==> src/rtl/sdt_cfg.svh <==
`ifndef SDT_CFG_SVH
`define SDT_CFG_SVH
// Host port addresses and register indices
`define SDT_IDX_PORT      16'h03D6
`define SDT_DATA_PORT     16'h03D7
`define SDT_IDX_TIMING    8'h51
`define SDT_IDX_CONTROL   8'h52
`define SDT_IDX_EXT       8'h53
// Reset values and writable bit masks
`define SDT_RST_IDX       8'h00
`define SDT_RST_TIMING    8'h1C
`define SDT_RST_CONTROL   8'h10
`define SDT_RST_EXT       8'h01
`define SDT_MASK_TIMING   8'h3C
`define SDT_MASK_CONTROL  8'h17
`define SDT_MASK_EXT      8'h03
// Field positions
`define SDT_BIT_RCO       5
`define SDT_BIT_CL        4
`define SDT_BIT_RT        3
`define SDT_BIT_RPT       2
`define SDT_BIT_LFE       4
`define SDT_MODE_HI       2
`define SDT_MODE_LO       0
`define SDT_RATE_HI       1
`define SDT_RATE_LO       0
`define SDT_A10_BIT       10
// Refresh rate codes
`define SDT_RATE_OFF      2'h0
`define SDT_RATE_FAST     2'h2
// Timings in memory clocks
`define SDT_ACTIVATE_TO_COMMAND_DELAY_FORCED   4'h2
`define SDT_ACTIVATE_TO_COMMAND_DELAY_CL0      4'h2
`define SDT_ACTIVATE_TO_COMMAND_DELAY_CL1      4'h3
`define SDT_LAT_CL0       4'h2
`define SDT_LAT_CL1       4'h3
`define SDT_ACTIVATE_TO_PRECHARGE_TIME_RT0      4'h5
`define SDT_ACTIVATE_TO_PRECHARGE_TIME_RT1      4'h7
`define SDT_TRC_RT0       4'h8
`define SDT_TRC_RT1       4'hA
`define SDT_TRP_RPT0      4'h3
`define SDT_TRP_RPT1      4'h4
`define SDT_TMRD          4'h2
`define SDT_TWR           4'h2
// Refresh spacing: 15.6 us normal, 320 ns fast test, clock period in ps
`define SDT_CLK_PERIOD_PS 32'h0000_1388
`define SDT_REF_NS        32'h0000_3CF0
`define SDT_FAST_REF_NS   32'h0000_0140
`define SDT_REF_CYC       ((`SDT_REF_NS * 32'h0000_03E8) / `SDT_CLK_PERIOD_PS)
`define SDT_FAST_REF_CYC  ((`SDT_FAST_REF_NS * 32'h0000_03E8) / `SDT_CLK_PERIOD_PS)
`endif

==> src/rtl/sdt_pkg.sv <==
package sdt_pkg;
  typedef enum logic [2:0] {
    SDT_MODE_NORMAL   = 3'h0,
    SDT_NOP_ISSUE     = 3'h1,
    SDT_ALL_BANK_PRE  = 3'h2,
    SDT_MODE_SET      = 3'h3,
    SDT_REFRESH_ISSUE = 3'h4
  } sdt_mode_e;
  // {cs_n, ras_n, cas_n, we_n}
  typedef enum logic [3:0] {
    SDT_CMD_NOP = 4'h7,
    SDT_CMD_ACT = 4'h3,
    SDT_CMD_RD  = 4'h5,
    SDT_CMD_WR  = 4'h4,
    SDT_CMD_PRE = 4'h2,
    SDT_CMD_REF = 4'h1,
    SDT_CMD_MRS = 4'h0
  } sdt_cmd_e;
  typedef enum logic [3:0] {
    SDT_ST_IDLE = 4'h0,
    SDT_ST_RCD  = 4'h1,
    SDT_ST_COL  = 4'h3,
    SDT_ST_HOLD = 4'h2,
    SDT_ST_WAIT = 4'h6
  } sdt_state_e;
  typedef struct packed {
    logic       row_col_override;
    logic       column_latency;
    logic       row_active_timing;
    logic       precharge_timing;
    logic       line_fetch_en;
    logic [2:0] special_command_mode;
    logic [1:0] refresh_rate_select;
  } sdt_cfg_s;
endpackage

==> src/rtl/sdt_link_if.sv <==
`timescale 1ns/1ps
interface sdt_link_if import sdt_pkg::*; ();
  sdt_cfg_s cfg;
  logic     ref_req;
  logic     ref_ack;
  modport regs (output cfg);
  modport refr (input cfg, input ref_ack, output ref_req);
  modport seq  (input cfg, input ref_req, output ref_ack);
endinterface

==> src/rtl/sdt_regs.sv <==
`timescale 1ns/1ps
`include "sdt_cfg.svh"
module sdt_regs import sdt_pkg::*; (
  input  wire logic        clk_sys,
  input  wire logic        rstn,
  input  wire logic        ce,
  input  wire logic        host_cs,
  input  wire logic        host_we,
  input  wire logic [15:0] host_addr,
  input  wire logic [7:0]  host_wdata,
  output logic      [7:0]  host_rdata,
  sdt_link_if.regs         lnk
);
  logic [7:0] idx_r, idx_nxt, tim_r, tim_nxt, ctl_r, ctl_nxt;
  logic [7:0] ext_r, ext_nxt, rdata_r, rdata_nxt, data_val;

  always_comb begin
    idx_nxt   = idx_r;
    tim_nxt   = tim_r;
    ctl_nxt   = ctl_r;
    ext_nxt   = ext_r;
    rdata_nxt = rdata_r;
    case (idx_r)
      `SDT_IDX_TIMING:  data_val = tim_r;
      `SDT_IDX_CONTROL: data_val = ctl_r;
      `SDT_IDX_EXT:     data_val = ext_r;
      default:          data_val = 8'h00;
    endcase
    if (host_cs && host_addr == `SDT_IDX_PORT) begin
      if (host_we) begin
        idx_nxt = host_wdata;
      end else begin
        rdata_nxt = idx_r;
      end
    end else if (host_cs && host_addr == `SDT_DATA_PORT) begin
      if (host_we) begin
        case (idx_r)
          `SDT_IDX_TIMING:  tim_nxt = host_wdata & `SDT_MASK_TIMING;
          `SDT_IDX_CONTROL: ctl_nxt = host_wdata & `SDT_MASK_CONTROL;
          `SDT_IDX_EXT:     ext_nxt = host_wdata & `SDT_MASK_EXT;
          default:          ;
        endcase
      end else begin
        rdata_nxt = data_val;
      end
    end else if (host_cs && !host_we) begin
      rdata_nxt = 8'h00;
    end
  end

  always_ff @(posedge clk_sys or negedge rstn) begin
    if (!rstn) begin
      idx_r   <= `SDT_RST_IDX;
      tim_r   <= `SDT_RST_TIMING;
      ctl_r   <= `SDT_RST_CONTROL;
      ext_r   <= `SDT_RST_EXT;
      rdata_r <= 8'h00;
    end else if (ce) begin
      idx_r   <= idx_nxt;
      tim_r   <= tim_nxt;
      ctl_r   <= ctl_nxt;
      ext_r   <= ext_nxt;
      rdata_r <= rdata_nxt;
    end
  end

  assign host_rdata                   = rdata_r;
  assign lnk.cfg.row_col_override     = tim_r[`SDT_BIT_RCO];
  assign lnk.cfg.column_latency       = tim_r[`SDT_BIT_CL];
  assign lnk.cfg.row_active_timing    = tim_r[`SDT_BIT_RT];
  assign lnk.cfg.precharge_timing     = tim_r[`SDT_BIT_RPT];
  assign lnk.cfg.line_fetch_en        = ctl_r[`SDT_BIT_LFE];
  assign lnk.cfg.special_command_mode = ctl_r[`SDT_MODE_HI:`SDT_MODE_LO];
  assign lnk.cfg.refresh_rate_select  = ext_r[`SDT_RATE_HI:`SDT_RATE_LO];
endmodule

==> src/rtl/sdt_refresh.sv <==
`timescale 1ns/1ps
`include "sdt_cfg.svh"
module sdt_refresh import sdt_pkg::*; #(
  parameter int unsigned REF_CYC  = `SDT_REF_CYC,
  parameter int unsigned FAST_CYC = `SDT_FAST_REF_CYC
) (
  input  wire logic clk_sys,
  input  wire logic rstn,
  input  wire logic ce,
  sdt_link_if.refr  lnk
);
  generate
    if (REF_CYC < 2 || REF_CYC > 65535 || FAST_CYC < 2 || FAST_CYC > 65535) begin : g_chk
      $error("sdt_refresh: refresh interval out of range");
    end
  endgenerate

  logic [15:0] cnt_r, cnt_nxt, lim;
  logic        pend_r, pend_nxt, fire;

  always_comb begin
    lim      = (lnk.cfg.refresh_rate_select == `SDT_RATE_FAST) ? 16'(FAST_CYC - 1)
                                                      : 16'(REF_CYC - 1);
    fire     = 1'b0;
    cnt_nxt  = cnt_r + 16'h0001;
    if (lnk.cfg.refresh_rate_select == `SDT_RATE_OFF) begin
      cnt_nxt = 16'h0000;
    end else if (cnt_r >= lim) begin
      cnt_nxt = 16'h0000;
      fire    = 1'b1;
    end
    pend_nxt = fire | (pend_r & ~lnk.ref_ack);
    if (lnk.cfg.refresh_rate_select == `SDT_RATE_OFF) begin
      pend_nxt = 1'b0;
    end
  end

  always_ff @(posedge clk_sys or negedge rstn) begin
    if (!rstn) begin
      cnt_r  <= 16'h0000;
      pend_r <= 1'b0;
    end else if (ce) begin
      cnt_r  <= cnt_nxt;
      pend_r <= pend_nxt;
    end
  end

  assign lnk.ref_req = pend_r;
endmodule

==> src/rtl/sdt_ctrl.sv <==
// Functional notes
// - Override bit forces activate-to-column delay 2
// - Latency bit picks latency/delay 2 or 3
// - Row bit picks row times 5/8 or 7/10
// - Precharge bit picks precharge 3 or 4
// - Line fetch bit picks quadword or cacheline
// - Mode 000 gives normal reads and writes
// - Mode 001 turns accesses into NOP
// - Mode 010 turns accesses into precharge-all
// - Mode 011 issues mode set from address
// - Mode set drives address lines 11:7 low
// - Mode 100 turns accesses into refresh
// - Rate 00 disables refresh, 01 normal rate
// - Rate 10 is fast refresh test mode
`timescale 1ns/1ps
`include "sdt_cfg.svh"
module sdt_ctrl import sdt_pkg::*; #(
  parameter int unsigned REF_CYC   = `SDT_REF_CYC,
  parameter int unsigned FAST_CYC  = `SDT_FAST_REF_CYC,
  parameter int unsigned BURST_LEN = 4
) (
  input  wire logic        clk_sys,
  input  wire logic        rstn,
  input  wire logic        ce,
  input  wire logic        host_cs,
  input  wire logic        host_we,
  input  wire logic [15:0] host_addr,
  input  wire logic [7:0]  host_wdata,
  output logic      [7:0]  host_rdata,
  input  wire logic        acc_req,
  input  wire logic        acc_we,
  input  wire logic [19:0] acc_addr,
  output logic             acc_ack,
  output logic             mem_cs_n,
  output logic             mem_ras_n,
  output logic             mem_cas_n,
  output logic             mem_we_n,
  output logic      [11:0] memory_address_lines,
  output logic             line_fetch_active
);
  generate
    if (BURST_LEN < 1 || BURST_LEN > 15) begin : g_chk
      $error("sdt_ctrl: BURST_LEN must be 1 to 15");
    end
  endgenerate

  sdt_link_if lnk ();

  sdt_regs u_regs (
    .clk_sys    (clk_sys),
    .rstn       (rstn),
    .ce         (ce),
    .host_cs    (host_cs),
    .host_we    (host_we),
    .host_addr  (host_addr),
    .host_wdata (host_wdata),
    .host_rdata (host_rdata),
    .lnk        (lnk)
  );

  sdt_refresh #(
    .REF_CYC  (REF_CYC),
    .FAST_CYC (FAST_CYC)
  ) u_refresh (
    .clk_sys (clk_sys),
    .rstn    (rstn),
    .ce      (ce),
    .lnk     (lnk)
  );

  sdt_state_e  state_r, state_nxt;
  sdt_cmd_e    cmd_r, cmd_nxt;
  sdt_cfg_s    cfg_r, cfg_nxt, cfg_use;
  logic [11:0] addr_r, addr_nxt;
  logic [7:0]  col_r, col_nxt;
  logic [3:0]  cnt_r, cnt_nxt;
  logic [3:0]  ras_cnt_r, ras_cnt_nxt;
  logic [3:0]  beat_r, beat_nxt;
  logic        rd_r, rd_nxt;
  logic        pend_r, pend_nxt;
  logic        ack_r, ack_nxt;
  logic        ref_ack_r, ref_ack_nxt;
  logic [3:0]  t_rcd, t_lat, t_ras, t_rc, t_rp, beats;

  // Timing set in force: live registers while idle, frozen snapshot otherwise
  always_comb begin
    cfg_use = (state_r == SDT_ST_IDLE) ? lnk.cfg : cfg_r;
    if (cfg_use.row_col_override) begin
      t_rcd = `SDT_ACTIVATE_TO_COMMAND_DELAY_FORCED;
    end else begin
      t_rcd = cfg_use.column_latency ? `SDT_ACTIVATE_TO_COMMAND_DELAY_CL1 : `SDT_ACTIVATE_TO_COMMAND_DELAY_CL0;
    end
    t_lat = cfg_use.column_latency ? `SDT_LAT_CL1 : `SDT_LAT_CL0;
    t_ras = cfg_use.row_active_timing ? `SDT_ACTIVATE_TO_PRECHARGE_TIME_RT1 : `SDT_ACTIVATE_TO_PRECHARGE_TIME_RT0;
    t_rc  = cfg_use.row_active_timing ? `SDT_TRC_RT1 : `SDT_TRC_RT0;
    t_rp  = cfg_use.precharge_timing ? `SDT_TRP_RPT1 : `SDT_TRP_RPT0;
    beats = cfg_use.line_fetch_en ? 4'(BURST_LEN) : 4'h1;
  end

  always_comb begin
    state_nxt   = state_r;
    cmd_nxt     = SDT_CMD_NOP;
    cfg_nxt     = cfg_r;
    addr_nxt    = addr_r;
    col_nxt     = col_r;
    cnt_nxt     = cnt_r;
    beat_nxt    = beat_r;
    rd_nxt      = rd_r;
    pend_nxt    = pend_r;
    ack_nxt     = 1'b0;
    ref_ack_nxt = 1'b0;
    ras_cnt_nxt = (ras_cnt_r == 4'hF) ? ras_cnt_r : ras_cnt_r + 4'h1;
    case (state_r)
      SDT_ST_IDLE: begin
        cfg_nxt = lnk.cfg;
        if (lnk.ref_req) begin
          cmd_nxt     = SDT_CMD_REF;
          ref_ack_nxt = 1'b1;
          cnt_nxt     = t_rc - 4'h1;
          state_nxt   = SDT_ST_WAIT;
        end else if (acc_req && !ack_r) begin
          pend_nxt  = 1'b1;
          state_nxt = SDT_ST_WAIT;
          cnt_nxt   = 4'h0;
          case (lnk.cfg.special_command_mode)
            SDT_MODE_NORMAL: begin
              cmd_nxt     = SDT_CMD_ACT;
              addr_nxt    = acc_addr[19:8];
              col_nxt     = acc_addr[7:0];
              rd_nxt      = !acc_we;
              ras_cnt_nxt = 4'h0;
              cnt_nxt     = t_rcd - 4'h1;
              state_nxt   = SDT_ST_RCD;
            end
            SDT_NOP_ISSUE: begin
              cmd_nxt = SDT_CMD_NOP;
            end
            SDT_ALL_BANK_PRE: begin
              cmd_nxt                = SDT_CMD_PRE;
              addr_nxt               = 12'h000;
              addr_nxt[`SDT_A10_BIT] = 1'b1;
              cnt_nxt                = t_rp - 4'h1;
            end
            SDT_MODE_SET: begin
              cmd_nxt  = SDT_CMD_MRS;
              addr_nxt = {5'h00, acc_addr[6:0]};
              cnt_nxt  = `SDT_TMRD - 4'h1;
            end
            SDT_REFRESH_ISSUE: begin
              cmd_nxt = SDT_CMD_REF;
              cnt_nxt = t_rc - 4'h1;
            end
            default: begin
              cmd_nxt = SDT_CMD_NOP;
            end
          endcase
        end
      end
      SDT_ST_RCD: begin
        if (cnt_r != 4'h0) begin
          cnt_nxt = cnt_r - 4'h1;
        end else begin
          cmd_nxt  = rd_r ? SDT_CMD_RD : SDT_CMD_WR;
          addr_nxt = {4'h0, col_r};
          col_nxt  = col_r + 8'h01;
          beat_nxt = beats - 4'h1;
          if (beats == 4'h1) begin
            state_nxt = SDT_ST_HOLD;
            cnt_nxt   = rd_r ? t_lat - 4'h1 : `SDT_TWR - 4'h1;
          end else begin
            state_nxt = SDT_ST_COL;
          end
        end
      end
      SDT_ST_COL: begin
        cmd_nxt  = rd_r ? SDT_CMD_RD : SDT_CMD_WR;
        addr_nxt = {4'h0, col_r};
        col_nxt  = col_r + 8'h01;
        beat_nxt = beat_r - 4'h1;
        if (beat_r == 4'h1) begin
          state_nxt = SDT_ST_HOLD;
          cnt_nxt   = rd_r ? t_lat - 4'h1 : `SDT_TWR - 4'h1;
        end
      end
      SDT_ST_HOLD: begin
        if (cnt_r != 4'h0) begin
          cnt_nxt = cnt_r - 4'h1;
        end else if (ras_cnt_r >= t_ras - 4'h1) begin
          cmd_nxt   = SDT_CMD_PRE;
          addr_nxt  = 12'h000;
          cnt_nxt   = t_rp - 4'h1;
          state_nxt = SDT_ST_WAIT;
        end
      end
      SDT_ST_WAIT: begin
        if (cnt_r != 4'h0) begin
          cnt_nxt = cnt_r - 4'h1;
        end else begin
          ack_nxt   = pend_r;
          pend_nxt  = 1'b0;
          state_nxt = SDT_ST_IDLE;
        end
      end
      default: begin
        state_nxt = SDT_ST_IDLE;
      end
    endcase
  end

  always_ff @(posedge clk_sys or negedge rstn) begin
    if (!rstn) begin
      state_r   <= SDT_ST_IDLE;
      cmd_r     <= SDT_CMD_NOP;
      cfg_r     <= {1'b0, 1'b1, 1'b1, 1'b1, 1'b1, 3'h0, 2'h1};
      addr_r    <= 12'h000;
      col_r     <= 8'h00;
      cnt_r     <= 4'h0;
      ras_cnt_r <= 4'h0;
      beat_r    <= 4'h0;
      rd_r      <= 1'b0;
      pend_r    <= 1'b0;
      ack_r     <= 1'b0;
      ref_ack_r <= 1'b0;
    end else if (ce) begin
      state_r   <= state_nxt;
      cmd_r     <= cmd_nxt;
      cfg_r     <= cfg_nxt;
      addr_r    <= addr_nxt;
      col_r     <= col_nxt;
      cnt_r     <= cnt_nxt;
      ras_cnt_r <= ras_cnt_nxt;
      beat_r    <= beat_nxt;
      rd_r      <= rd_nxt;
      pend_r    <= pend_nxt;
      ack_r     <= ack_nxt;
      ref_ack_r <= ref_ack_nxt;
    end
  end

  assign lnk.ref_ack          = ref_ack_r;
  assign acc_ack              = ack_r;
  assign mem_cs_n             = cmd_r[3];
  assign mem_ras_n            = cmd_r[2];
  assign mem_cas_n            = cmd_r[1];
  assign mem_we_n             = cmd_r[0];
  assign memory_address_lines = addr_r;
  assign line_fetch_active    = cfg_r.line_fetch_en;
endmodule

==> config.mk <==
export PLATFORM = sky130hd
export DESIGN_NAME = sdt_ctrl
export DESIGN_NICKNAME = d
export VERILOG_FILES = /design/src/rtl/sdt_pkg.sv /design/src/rtl/sdt_link_if.sv /design/src/rtl/sdt_regs.sv /design/src/rtl/sdt_refresh.sv /design/src/rtl/sdt_ctrl.sv
export VERILOG_INCLUDE_DIRS = /design/src /design/src/rtl
export SDC_FILE = /design/constraint.sdc
export NUM_CORES = 1
export LEC_CHECK = 0
export BUFFER_PORTS_ARGS = -buffer_cell sky130_fd_sc_hd__buf_4
export CORE_ASPECT_RATIO = 0.8
export CORE_MARGIN = 3
export CORE_UTILIZATION = 59
export CTS_BUF_LIST = sky130_fd_sc_hd__clkbuf_8
export DETAILED_ROUTE_END_ITERATION = 8
export PLACE_DENSITY = 0.79
export SLEW_MARGIN = 20
export SYNTH_ARGS = -nofsm -noshare
export SYNTH_HDL_FRONTEND = slang
export SYNTH_SLANG_ARGS = --single-unit
==> constraint.sdc <==
create_clock -name clk_sys -period 3.3 [get_ports clk_sys]
set_clock_uncertainty 0.2 [all_clocks]
set_input_delay 0.33 -clock clk_sys [delete_from_list [all_inputs] [get_ports clk_sys]]
set_output_delay 0.33 -clock clk_sys [all_outputs]
set_load 0.01 [all_outputs]
Yosys cells after proc, flatten, opt, wreduce, memory -nomap -nowiden
Index checks and enable logic that the tools add are counted.
Widths: inputs -> output; s select.
Operators by class
  add/subtract/negate cells: 11
  $mul: 0
  divide/modulo/power cells: 0
  order comparisons: 2
  equality and inequality tests: 31
  shifts and indexed selects: 0
  muxes and demuxes: 75
  bitwise logic cells: 5
  reductions and logical operators: 30
Operators by type and width (count)
  $mux 4: 22
  $mux 12: 6
  $mux 8: 9
  $pmux 12 s4: 1
  $pmux 4 s5: 2
  $pmux 12 s3: 1
  $eq 16x10->1 const B: 2
  $mux 16: 2
  $reduce_and 5->1: 5
  $eq 8x7->1 const B: 3
  $pmux 3 s4: 2
  $pmux 8 s3: 1
  $mux 3: 7
  $ne 2x2->1 const B: 9
  $pmux 6 s3: 1
  $add 16x1->16 const B: 1
  $ge 16x16->1: 1
  $pmux 4 s4: 1
  $sub 4x1->4 const B: 4
  $mux 1: 14
  $reduce_and 7->1: 2
  $sub 3x1->4 const B: 3
  $mux 10: 1
  $add 8x1->8 const B: 1
  other kinds (35): 53
Word-level totals
  flip-flop bits (word level): 97
  latch bits: 0
  memory bits (writable): 0
  memory bits (read-only): 0
  input bits: 51
  output and inout port bits: 26
  logic and storage cells: 179
  memories kept: 0

Longest topological paths before layout
  word-level depth: 9
  mapped depth: 12
  depth with buffers taken out: 9

Modules after synthesis
A second synthesis with hierarchy kept.
Second synthesis, totals
  cell total of the unflattened synthesis: 519
  area, all modules: 5297.6 um^2
Modules (own cells, without submodules)
  sdt_ctrl: times used 1, cells an instance 328, area an instance 3086.7 um^2
  sdt_regs: times used 1, cells an instance 98, area an instance 1243.7 um^2
  sdt_refresh: times used 1, cells an instance 93, area an instance 967.2 um^2

Worst setup path after synthesis
Ideal clock, no wire load.
  path kind: flip-flop to flip-flop
  from: register state_r[2]
  to: register state_r[0]
  setup time: 125 ps
  arrival time: 2646 ps
  slack: 329 ps
  stages on the path, launching flop included: 12
  path buffers: 2
  clock period less this slack: 2971 ps
  cells stage by stage: dfrtp_1 > buf_6 > or3_1 > buf_6 > mux2i_4 > inv_2 > ha_1 > and3b_1 > nor3_1 > a21oi_1 > o21ai_0 > mux2_2
Between the ends
  word-level cells in the longest chain between the ends: 7
Ends and longest elaborated chain
  from (decl): RTL line sdt_ctrl.sv:71  | sdt_state_e state_r, state_nxt;
  from (signal assigned): RTL line sdt_ctrl.sv:225  | state_r <= state_nxt;
  $logic_not 4->1: RTL line sdt_ctrl.sv:87, sdt_ctrl.sv:113
  $mux 10
  $mux 2 (no line) or $mux 3 (tied branches)
  $sub 3x1->4 or $eq 3x1->1 (tied branches): RTL line sdt_ctrl.sv:188, sdt_ctrl.sv:167
  $ge 4x4->1 or $mux 1 (tied branches): RTL line sdt_ctrl.sv:188, sdt_ctrl.sv:167
  $ne 2x2->1 (no line) or $mux 4 (tied branches)
  $reduce_and 7->1 (no line) or $pmux 4 s5 (tied branches)
Parallel ways exist; a longest one is shown, timed or not. The select of a mux whose other input is x is not followed.
A chain may end at the register's enable or synchronous reset.

Worst setup path in the final report
Same ends and word-level chain as after synthesis.

==> summary by stage <==
Logic synthesis
The number of enable-type register cells in the synthesized netlist is 0. The post-synthesis sequential area ratio is 44.2%. A synthesized cell averages 9.82 um2. Sorting the synthesized cells by area gives the leading types as sky130_fd_sc_hd__dfrtp_1 38%, sky130_fd_sc_hd__dfstp_2 6.2%, sky130_fd_sc_hd__mux2_2 3.7%. Among all flip-flop cells after synthesis, the most frequent one is sky130_fd_sc_hd__dfrtp_1. The register bit total from synthesis is 90. The async set-or-reset flop fraction in the synthesized netlist is 100%.

After technology mapping, the gate count stands at 522. In this run the biggest area consumer among cell types represents 38.1% of the synthesized area. The Yosys step of the flow raised 0 warnings. sky130_fd_sc_hd__dfrtp_1 takes more of the synthesized area than any other cell. The total standard cell area after synthesis is 0.00513 mm2. When the netlist entered floorplanning its net count stood at 581.

The number of different library cells in the post-synthesis netlist is 75.

Critical path
STA classifies the critical path startpoint as a flip-flop. Counting both buffers and inverters, the worst setup path holds a total of 1. The maximum single-stage delay on the critical path is 0.44 ns. The critical path goes through or3_1 > mux2i_4 > inv_2 > ha_1 > and3b_1 > nor3_1 > a21oi_1 > o21ai_0 > mux2_2. Across all register-to-register paths, the minimum setup slack is 0.31 ns.

Data on the critical path arrives at its endpoint at 3.05 ns. The critical path endpoint category is a flip-flop. Data on the critical path is required at its endpoint by 3.37 ns. The setup path with the least slack is of type flip-flop to flip-flop. The category of cells accounting for the largest share of critical-path delay is simple AND/OR/NAND/NOR gates. The standard cell with the maximum stage delay on the critical path is sky130_fd_sc_hd__or3_1. The maximum fanout along the worst path is 4.

Final layout
The antenna diode count is 0. Cells with a size suffix above 1 make up 25.1% of the layout. The net total in the final layout is 659. Relative to the synthesized area, the layout overhead comes to 19.1%.

In the layout the commonest cells are 87 x sky130_fd_sc_hd__buf_4, 78 x sky130_fd_sc_hd__dfrtp_1, 46 x sky130_fd_sc_hd__nand2_1. Leaving out fill and tap cells, the most frequent cell in the layout is sky130_fd_sc_hd__buf_4. After filler insertion, the fill cell instance count of the layout stands at 595.

Run status
The flow ran to the end, and the final reports show no timing, DRC or antenna violations.

Detailed routing
The wire length per cell after detailed routing is 18.2 um. The total routed wirelength is 13000 um. The detailed router placed 4484 vias in this run. In the routed layout, each cell is associated on average with a via count of 6.29. The DRC violation count after routing is 0. The remaining antenna violation count is 0.

The detailed router's first-iteration violation count is 444. The total iterations of the first detailed-routing run is 7.

STA
At the pin with the least slew margin, the transition time is 0.841 ns. The count of final max-slew check failures is 0. The final critical-path required period is 2.99 ns. After routing, the total negative slack on setup checks comes to 0 ns. Setup violations remaining at the end of the flow were counted as 0. The final-report hold violation count is 0. For this run, the top clock speed supported by timing is 335 MHz.

In the finished design, the share of the clock period the worst path needs comes to 90.5%. In the post-route analysis, the smallest setup slack over all paths is 0.312 ns. Measured against its own limit, the worst slew margin works out to 43.8%. Setup repair after global routing left no endpoint under its margin.

Floorplan
The die covers 0.00985 mm2. The vertical die dimension is 89.4 um. The starting density of the core is 62.5%. The die width is 110 um.

77 I/O pins were placed. The placeable core area is 0.00820 mm2. The row count is 29.

Global route
For met3 alone, demand over resource in global routing was 6.79%. The met2 capacity usage during global routing is 42.7%. The pin count of the biggest net entering global routing is 49. The number of global-route vias before repair came to 4159. In the global route stage, met1 resource usage came out at 39.0%. The number of antenna violations at the first check in global routing is 0. The first global-routing pass estimated 20800 um of wire.

The total global routing overflow is 0. met2 is the most crowded layer. The overall global routing resource usage is 27.4%.

Place
The total half-perimeter wirelength after legalization and detailed placement is 9460 um. Routability-driven placement finished with a final weighted congestion of 0.993. The count of buffers inserted at the top-level ports is 75.

Timing analysis after detailed placement gives a worst setup slack of 0.331 ns.

Clock tree
No sink is reached through more buffers than the 2 on the longest clock path. The total clock buffers created by CTS is 9. The TritonCTS clock tree is yes.

The clock-pin slew reported for the worst setup and hold paths after clock tree synthesis is 0.09 ns. The clock drives 90 sinks. The number of H-tree levels is 3. After clock tree synthesis, the setup repair step added 0 buffers. The clock network latency to the later pin of the worst-skew pair is 0.38 ns.

The cell chosen for the clock root is sky130_fd_sc_hd__clkbuf_8.

Min path
The tightest min-delay check is of the input port to flip-flop type.

Power and ir drop
The leakage power is 2.82 nW. The maximum ir drop on the vdd rail is 569 uV. In this run the power density over the cells is 724 mW/mm2.

Flow run
The number of max-capacitance violations reported is 0.
logic make-up after synthesis:
| kind of cell | share of synthesized area, % |
|---|---|
| AND/OR/NAND/NOR | 18.2 |
| AO/OA/AOI/OAI | 20.0 |
| flip-flops | 44.2 |
| buffers and inverters | 5.27 |
| multiplexers | 9.89 |
| adder cells (fa/ha/maj) | 2.15 |
| other | 0.0732 |
| XOR/XNOR | 0.171 |
state kept, by name, summed over array words and instances, names as in the netlist, 2 cells and up:
signal                count
state_r                   3
u_regs.ctl_r              4
col_r                     8
cmd_r                     3
memory_address_lines     12
u_regs.ext_r              2
beat_r                    4
ras_cnt_r                 4
u_refresh.cnt_r          16
u_regs.host_rdata         8
cnt_r                     4
u_regs.idx_r              8
u_regs.tim_r              4
cfg_r                     4
worst paths after layout:
check | endpoint | cells after the start | start
worst max-delay path | state_r[0]$_DFFE_PN0P_ | 9 | state_r[2]$_DFFE_PN0P_
worst min-delay path | u_regs.tim_r[3]$_DFFE_PN1P_ | 2 | host_wdata[3]
worst max register to register | state_r[0]$_DFFE_PN0P_ | 9 | state_r[2]$_DFFE_PN0P_
worst min register to register | u_regs.host_rdata[7]$_DFFE_PN0P_ | 2 | u_regs.host_rdata[7]$_DFFE_PN0P_
max in group asynchronous | u_regs.tim_r[3]$_DFFE_PN1P_ | 3 | rstn
min in group asynchronous | u_refresh.cnt_r[8]$_DFFE_PN0P_ | 2 | rstn
layout make-up:
type	count	area (um2)	share of cell area, %
tap	108	135	2.21
sequential	90	2270	37.1
clock inverter	6	114	1.87
timing repair buffer	98	763	12.5
clock buffer	10	138	2.26
multi-input combinational	375	2590	42.4
inverter	26	97.6	1.60
layer usage:
metal	up-vias	routed length, um
met4	0	187
li1	2082	-
met3	23	1080
met1	2176	5820
met2	203	5860
met5	-	0
Yosys cell counts (8+ instances only):
cell,n
sky130_fd_sc_hd__nand3_1,17
sky130_fd_sc_hd__nand2b_1,9
sky130_fd_sc_hd__a22o_1,14
sky130_fd_sc_hd__o22ai_1,8
sky130_fd_sc_hd__nor3_1,9
sky130_fd_sc_hd__mux2_2,17
sky130_fd_sc_hd__nor2b_1,17
sky130_fd_sc_hd__mux2i_1,15
sky130_fd_sc_hd__o21ai_0,35
sky130_fd_sc_hd__ha_1,8
sky130_fd_sc_hd__dfrtp_1,78
sky130_fd_sc_hd__nand2_1,46
sky130_fd_sc_hd__a21oi_1,29
sky130_fd_sc_hd__dfstp_2,12
sky130_fd_sc_hd__mux2_4,8
sky130_fd_sc_hd__nor2_1,34
sky130_fd_sc_hd__inv_1,25
sky130_fd_sc_hd__clkbuf_1,15
power breakdown:
group	switching (mW)	internal [mW]
sequential	0.219	1.35
combinational	1.09	0.828
clock	0.404	0.524
total	1.72	2.70
through the flow:
| stage | instances | utilization, % | hold WS (ns) | cell area (um2) | power [mW] |
|---|---|---|---|---|---|
| 2_1_floorplan | 522 | - | -0.166 | 5130 | 2.86 |
| 3_3_place_gp | 686 | 70.0 | 0.178 | 5740 | 3.39 |
| 3_5_place_dp | 686 | 70.0 | 0.186 | 5740 | 3.46 |
| 4_1_cts | 712 | 74.3 | 0.00563 | 6090 | 4.40 |
| 5_1_grt | 713 | 74.4 | 0.00325 | 6100 | 4.71 |
| 6_report | 713 | 74.4 | 0.0108 | 6100 | 4.42 |
repair_timing:
action                                 4_1_cts  5_1_grt
hold buffers                                10        1
endpoints found under the hold margin       56        1
resized for setup                            0        0
(Power assumes the default switching activity.)
